## config.mk

```make
export PLATFORM = sky130hd
export DESIGN_NAME = watch_timer
export DESIGN_NICKNAME = d
export VERILOG_FILES = /design/src/rtl/watch_timer_pkg.sv /design/src/rtl/watch_timer.sv
export SDC_FILE = /design/constraint.sdc
export NUM_CORES = 1
export LEC_CHECK = 0
export ABC_CLOCK_PERIOD_IN_PS = 2100
export BUFFER_PORTS_ARGS = -buffer_cell sky130_fd_sc_hd__buf_2
export CAP_MARGIN = 40
export CELL_PAD_IN_SITES_DETAIL_PLACEMENT = 1
export CELL_PAD_IN_SITES_GLOBAL_PLACEMENT = 1
export CORE_MARGIN = 3
export CORE_UTILIZATION = 40
export CTS_BUF_LIST = sky130_fd_sc_hd__clkbuf_16
export DETAILED_ROUTE_END_ITERATION = 7
export HOLD_SLACK_MARGIN = 0.02
export PLACE_DENSITY = 0.75
export SYNTH_ARGS = -nofsm -noshare
export SYNTH_HDL_FRONTEND = slang
export SYNTH_SLANG_ARGS = --single-unit
```

## constraint.sdc

```tcl
create_clock -name clk -period 2.1 [get_ports clk]
set_input_delay 0.21 -clock clk [delete_from_list [all_inputs] [get_ports clk]]
set_output_delay 0.21 -clock clk [all_outputs]
set_load 0.01 [all_outputs]
```

## src/rtl/watch_timer_pkg.sv

```systemverilog
// Package for the watch and interval timer: register layout, reset values, counts.
// Assumes a single 10 MHz clock and a plain strobe register port.
package watch_timer_pkg;

  localparam int unsigned  CLK_PERIOD_NS    = 100;
  localparam logic [1:0]   ADDR_MODE        = 2'h0;
  localparam logic [1:0]   ADDR_STATUS      = 2'h1;
  localparam logic [1:0]   ADDR_MASK        = 2'h2;
  localparam logic [7:0]   MODE_RESET       = 8'h00;
  localparam logic [1:0]   IRQ_RESET        = 2'h0;
  localparam int unsigned  OP_ENABLE_POS    = 0;
  localparam int unsigned  COUNTER_START_POS = 1;
  localparam int unsigned  WATCH_SEL_LSB    = 2;
  localparam int unsigned  INTERVAL_SEL_LSB = 4;
  localparam int unsigned  CLOCK_SRC_POS    = 7;
  localparam int unsigned  WATCH_IRQ_POS    = 0;
  localparam int unsigned  INTERVAL_IRQ_POS = 1;
  localparam int unsigned  PRS_DIV_LOG2     = 7;
  localparam int unsigned  PRESCALER_W      = 11;
  localparam int unsigned  COUNTER_W        = 5;
  localparam int unsigned  FWX_TAP_W        = 9;
  localparam int unsigned  INTERVAL_BASE    = 3;
  localparam int unsigned  FAST_TAP_LOW     = 3;
  localparam int unsigned  FAST_TAP_HIGH    = 4;

endpackage : watch_timer_pkg

```

## src/rtl/watch_timer.sv

```systemverilog
// Watch timer with interval timer: prescaler, 5-bit counter, mode/status/mask registers.
// Assumes subsystem clock arrives asynchronously on a pin; all logic on clk.
//
// Strobed register access and the register addresses were left to the implementer.
module watch_timer
  import watch_timer_pkg::*;
(
  input  wire logic       clk,
  input  wire logic       rstn,
  input  wire logic [1:0] addr,
  input  wire logic [7:0] wdata,
  input  wire logic       wr,
  input  wire logic       rd,
  output logic      [7:0] rdata,
  input  wire logic       subClk,
  output logic            watchIrq,
  output logic            intervalIrq,
  output logic            irq
);

  ////////////////////////////////////////////////////////////////////////////
  // Registers

  logic [7:0]             watchMode_r;
  logic [1:0]             status_r;
  logic [1:0]             mask_r;
  logic [PRS_DIV_LOG2-1:0] prsDiv_r;
  logic [2:0]             subSync_r;
  logic [PRESCALER_W-1:0] prescaler_r;
  logic [COUNTER_W-1:0]   counter_r;
  logic                   startPrev_r;
  logic                   watchIrq_r;
  logic                   intervalIrq_r;

  logic opEnable;
  logic counterStart;
  logic clockSourceSel;
  logic [1:0] watchPeriodSel;
  logic [2:0] intervalSel;
  logic wTick;
  logic watchRun;
  logic fwxTick;
  logic intervalHit;
  logic watchHit;
  logic [PRESCALER_W-1:0] prescalerNext;

  assign opEnable       = watchMode_r[OP_ENABLE_POS];
  assign counterStart   = watchMode_r[COUNTER_START_POS];
  assign clockSourceSel = watchMode_r[CLOCK_SRC_POS];
  assign watchPeriodSel = watchMode_r[WATCH_SEL_LSB +: 2];
  assign intervalSel    = watchMode_r[INTERVAL_SEL_LSB +: 3];
  assign watchRun       = opEnable & counterStart;

  always_ff @(posedge clk) begin
    if (!rstn) begin
      watchMode_r <= MODE_RESET;
    end else if (wr && addr == ADDR_MODE) begin
      watchMode_r <= wdata;
    end
  end

  ////////////////////////////////////////////////////////////////////////////
  // Watch clock source

  always_ff @(posedge clk) begin
    if (!rstn) begin
      prsDiv_r <= '0;
    end else begin
      prsDiv_r <= prsDiv_r + 1'b1;
    end
  end

  always_ff @(posedge clk) begin
    if (!rstn) begin
      subSync_r <= 3'h0;
    end else begin
      subSync_r <= {subSync_r[1:0], subClk};
    end
  end

  always_comb begin
    if (clockSourceSel) begin
      wTick = subSync_r[1] & ~subSync_r[2];
    end else begin
      wTick = &prsDiv_r;
    end
  end

  ////////////////////////////////////////////////////////////////////////////
  // Prescaler and interval tap

  assign prescalerNext = prescaler_r + 1'b1;

  always_ff @(posedge clk) begin
    if (!rstn || !opEnable) begin
      prescaler_r <= '0;
    end else if (wTick) begin
      prescaler_r <= prescalerNext;
    end
  end

  always_comb begin
    intervalHit = wTick & opEnable &
                  (prescalerNext[INTERVAL_BASE + intervalSel] &
                   ~prescaler_r[INTERVAL_BASE + intervalSel]);
    fwxTick = wTick & opEnable & (&prescaler_r[FWX_TAP_W-1:0]);
  end

  ////////////////////////////////////////////////////////////////////////////
  // Watch counter

  always_ff @(posedge clk) begin
    if (!rstn) begin
      startPrev_r <= 1'b0;
    end else begin
      startPrev_r <= watchRun;
    end
  end

  always_ff @(posedge clk) begin
    if (!rstn || !watchRun) begin
      counter_r <= '0;
    end else if (fwxTick) begin
      counter_r <= counter_r + 1'b1;
    end
  end

  always_comb begin
    case (watchPeriodSel)
      2'h0: watchHit = fwxTick & (&counter_r);
      2'h1: watchHit = fwxTick & (&counter_r[COUNTER_W-2:0]);
      2'h2: watchHit = wTick & prescalerNext[FAST_TAP_HIGH] &
                       ~prescaler_r[FAST_TAP_HIGH];
      2'h3: watchHit = wTick & prescalerNext[FAST_TAP_LOW] &
                       ~prescaler_r[FAST_TAP_LOW];
      default: watchHit = 1'b0;
    endcase
  end

  always_ff @(posedge clk) begin
    if (!rstn) begin
      watchIrq_r    <= 1'b0;
      intervalIrq_r <= 1'b0;
    end else begin
      watchIrq_r    <= watchHit & watchRun & startPrev_r;
      intervalIrq_r <= intervalHit;
    end
  end

  assign watchIrq    = watchIrq_r;
  assign intervalIrq = intervalIrq_r;

  ////////////////////////////////////////////////////////////////////////////
  // Interrupt status and mask

  always_ff @(posedge clk) begin
    if (!rstn) begin
      status_r <= IRQ_RESET;
    end else begin
      status_r <= (status_r & ~((wr && addr == ADDR_STATUS) ? wdata[1:0] : 2'h0))
                  | {intervalIrq_r, watchIrq_r};
    end
  end

  always_ff @(posedge clk) begin
    if (!rstn) begin
      mask_r <= IRQ_RESET;
    end else if (wr && addr == ADDR_MASK) begin
      mask_r <= wdata[1:0];
    end
  end

  assign irq = |(status_r & mask_r);

  ////////////////////////////////////////////////////////////////////////////
  // Read port

  always_ff @(posedge clk) begin
    if (!rstn) begin
      rdata <= 8'h00;
    end else if (rd) begin
      case (addr)
        ADDR_MODE:   rdata <= watchMode_r;
        ADDR_STATUS: rdata <= {6'h00, status_r};
        ADDR_MASK:   rdata <= {6'h00, mask_r};
        default:     rdata <= {3'h0, counter_r};
      endcase
    end else begin
      rdata <= 8'h00;
    end
  end

endmodule : watch_timer

```

==> metrics.md <==
| Metric | Value |
|---|---|
| CTS Buf Count | `5` |
| Final antenna diode count | `0` |
| Nets | `318` |
| Number of H-tree levels | `2` |
| GRT Total Usage | `between 10% and 20%` |
| Die area | `6958 um^2` |
| Worst Path Arrival | `2120 ps` |
| Routed wire per std cell | `16.51 um` |
| # setup viols final | `0` |
| Drt pass-1 iters | `4` |
| Mapped Area | `2397 um^2` |
| Layout cells sized above 1 | `19.80%` |
| Mapped Nets | `roughly 290` |
| Starting Density | `42.49%` |
| Mean post-synth cell area | `~9.0 um^2` |
| Post-CTS setup buffer count | `0` |
| Number of remaining DRC errors | `0` |
| Row cnt | `27` |
| Worst slew pin tran | `612.4 ps` |
| Die Width | `83.42 um` |
| WS Path Type | `flop to flop` |
| Vias in the first global route | `2083` |
| Post-Syn Instances | `~270` |
| ANT nets after route | `0` |
| Drt total wl | `6.108 mm` |
| Post-synth cell types | `51` |
| FF+latch count, synth | `slightly below 50` |
| Skew final | `3.652 ps` |
| Setup Total Neg Slack | `0 ps` |
| Critical path required time | `~2300 ps` |
| Status | `finished clean` |
| DRT iter0 DRCs | `97` |
| Initial antenna violation count | `0` |
| Overflow after GRT | `0` |
| Post-synth EDFFs | `0` |
| Synth-to-layout area growth | `16.02%` |
| Clock insertion delay at the later pin of the skew report | `290 ps` |
| Crit share post-route | `91.04%` |
| Vias | `1999` |
| Top Family by Delay on Critical Path | `simple AND/OR/NAND/NOR gates` |
| Max VDD drop | `0.0003769 V` |
| Clk sinks | `~50` |
| Final Instance Area | `2781 um^2` |
| Ys Warns | `0` |
| Worst hold slack | `about 130 ps` |
| Worst-path clk slew | `70 ps` |
| Most frequent cells in the layout | `dfxtp_1 (48), nand2_1 (38), buf_2 (25), nor2_1 (19), a21oi_1 (16)` |
| First-pass GRT wire length | `around 10 mm` |
| Worst Hold Class | `input pin to flop` |
| Power Density | `679.3 nW/um^2` |
| CTS tree | `done` |
| Main flop type after synthesis | `dfxtp_1` |
| Max-cap viol count | `0` |
| Placed inst area | `2623 um^2` |
| Hpwl dp | `4.436 mm` |
| CTS root buffer | `clkbuf_16` |
| Max Fanout on Critical Path | `4` |
| Sequential share of the synthesized area | `just over 40%` |
| Critical path buffers and inverters | `1` |
| CP Launch Type | `flop` |
| Die height | `about 83 um` |
| Core box area | `roughly 5600 um^2` |
| FFs w/ async S/R, synth | `0%` |
| Final Hold Vio Count | `0` |
| Most common cell after layout, fill and taps aside | `dfxtp_1` |
| Max Root-Sink Buffers | `2` |
| Max Clock Freq | `523.1 MHz` |
| Max Slew Vio Count | `0` |
| Crit-path max cell delay | `~370 ps` |
| Port bufs | `25` |
| GPL Wtd Cong | `between 0.8 and 0.9` |
| Largest net degree at the start of global routing | `21` |
| CP Cell Sequence | `inv_1 -> ha_1 -> or3b_1 -> nor4_1 -> or3_1 -> o311ai_1 -> nor4_2` |
| Setup crit end kind | `flop` |
| IO Count | `26` |
| Post-cts repair resize count | `0` |
| Unrepaired setup endpoints after global routing | `false` |
| Relative slew slack | `59.17%` |
| Leakage | `1.068 nW` |
| Fin crit period | `1912 ps` |
| # hold bufs at CTS | `0` |
| Crit-path slowest cell | `or3b_1` |
| Vias per cell | `around 5.4` |
## cells in the mapped netlist, drive strengths merged, types with 6 or more instances
master | n | area [um^2]
nor2 | 20 | 77.58
inv | 6 | 22.52
and2 | 12 | 75.07
nand2 | 38 | 142.6
o21ai | 8 | 51.30
a21oi | 16 | 80.08
buf | 7 | 53.80
ha | 6 | 75.07
and3 | 7 | 43.79
dfxtp | 49 | 980.9
nand3 | 10 | 60.06
xor2 | 9 | 78.83
a21boi | 10 | 75.07
xnor2 | 10 | 87.58
## registers in the layout (all words and copies together) (netlist names)
signal,count
counter_r,5
intervalIrq,1
mask_r,2
prescaler_r,11
prsDiv_r,7
rdata,8
startPrev_r,1
status_r,2
subSync_r,3
watchIrq,1
watchMode_r,8
## through the flow
stage | setup WS, ps | cells | utilization (%) | total power [mW]
after floorplan | 172.7 | 266 | - | 1.046
after global placement | 202.0 | 362 | 46.48 | 1.082
after detailed placement | 142.3 | 362 | 46.48 | 1.085
after CTS | 122.7 | 370 | 49.15 | 1.909
after global routing | 13.35 | 370 | 49.30 | 1.963
final | 188.1 | 370 | 49.30 | 1.889
## report_power, final
group / internal [mW] / switching [mW] / leakage, nW
Clock: 0.450 / 0.374 / 0.0708
Sequential: 0.943 / 0.0121 / 0.397
Combinational: 0.0478 / 0.0618 / 0.600
## worst paths after layout
kind                  startpoint  slack (ps)  depth (start not counted)            to
setup / recovery  watchMode_r[4]         190                          7   intervalIrq
hold / removal            subClk         130                          2  subSync_r[0]
setup reg to reg  watchMode_r[4]         190                          7   intervalIrq
hold reg to reg      startPrev_r         440                          2      watchIrq
## worst register-to-register path: stages (launching register included)
cell and delay [ps]:
dfxtp_1 340, inv_1 90, ha_1 360, or3b_1 370, nor4_1 150, or3_1 150
o311ai_1 110, nor4_2 260
## area by class of cell
type	count	area [um^2]
clock inverters	3	25.02
repair buffers	36	207.7
fillers	673	2860
clock buffers	5	125.1
inverters	6	22.52
multi-input cells	199	1329
well taps	72	90.09
flip-flops and latches	49	982.2
## layer usage
layer  up-vias  global-route usage, %  wire length, um
met5         -                      0                0
met4         0                  6.140              105
met3         9                  3.571              169
met2        28                  31.49             2985
met1       978                  23.19             2848
li1        984                      -                -
## cell families (layout without fill, tap and decap cells)
family	after synthesis	after routing	share of synthesized area [%]
buffers and inverters	18	50	3.967
AND/OR/NAND/NOR	120	120	27.66
adder cells (fa/ha/maj)	6	6	3.131
flip-flops	49	49	40.92
multiplexers	8	8	4.593
AO/OA/AOI/OAI	46	46	12.79
XOR/XNOR	19	19	6.942
Note: power is estimated with default switching activity, not from simulation.
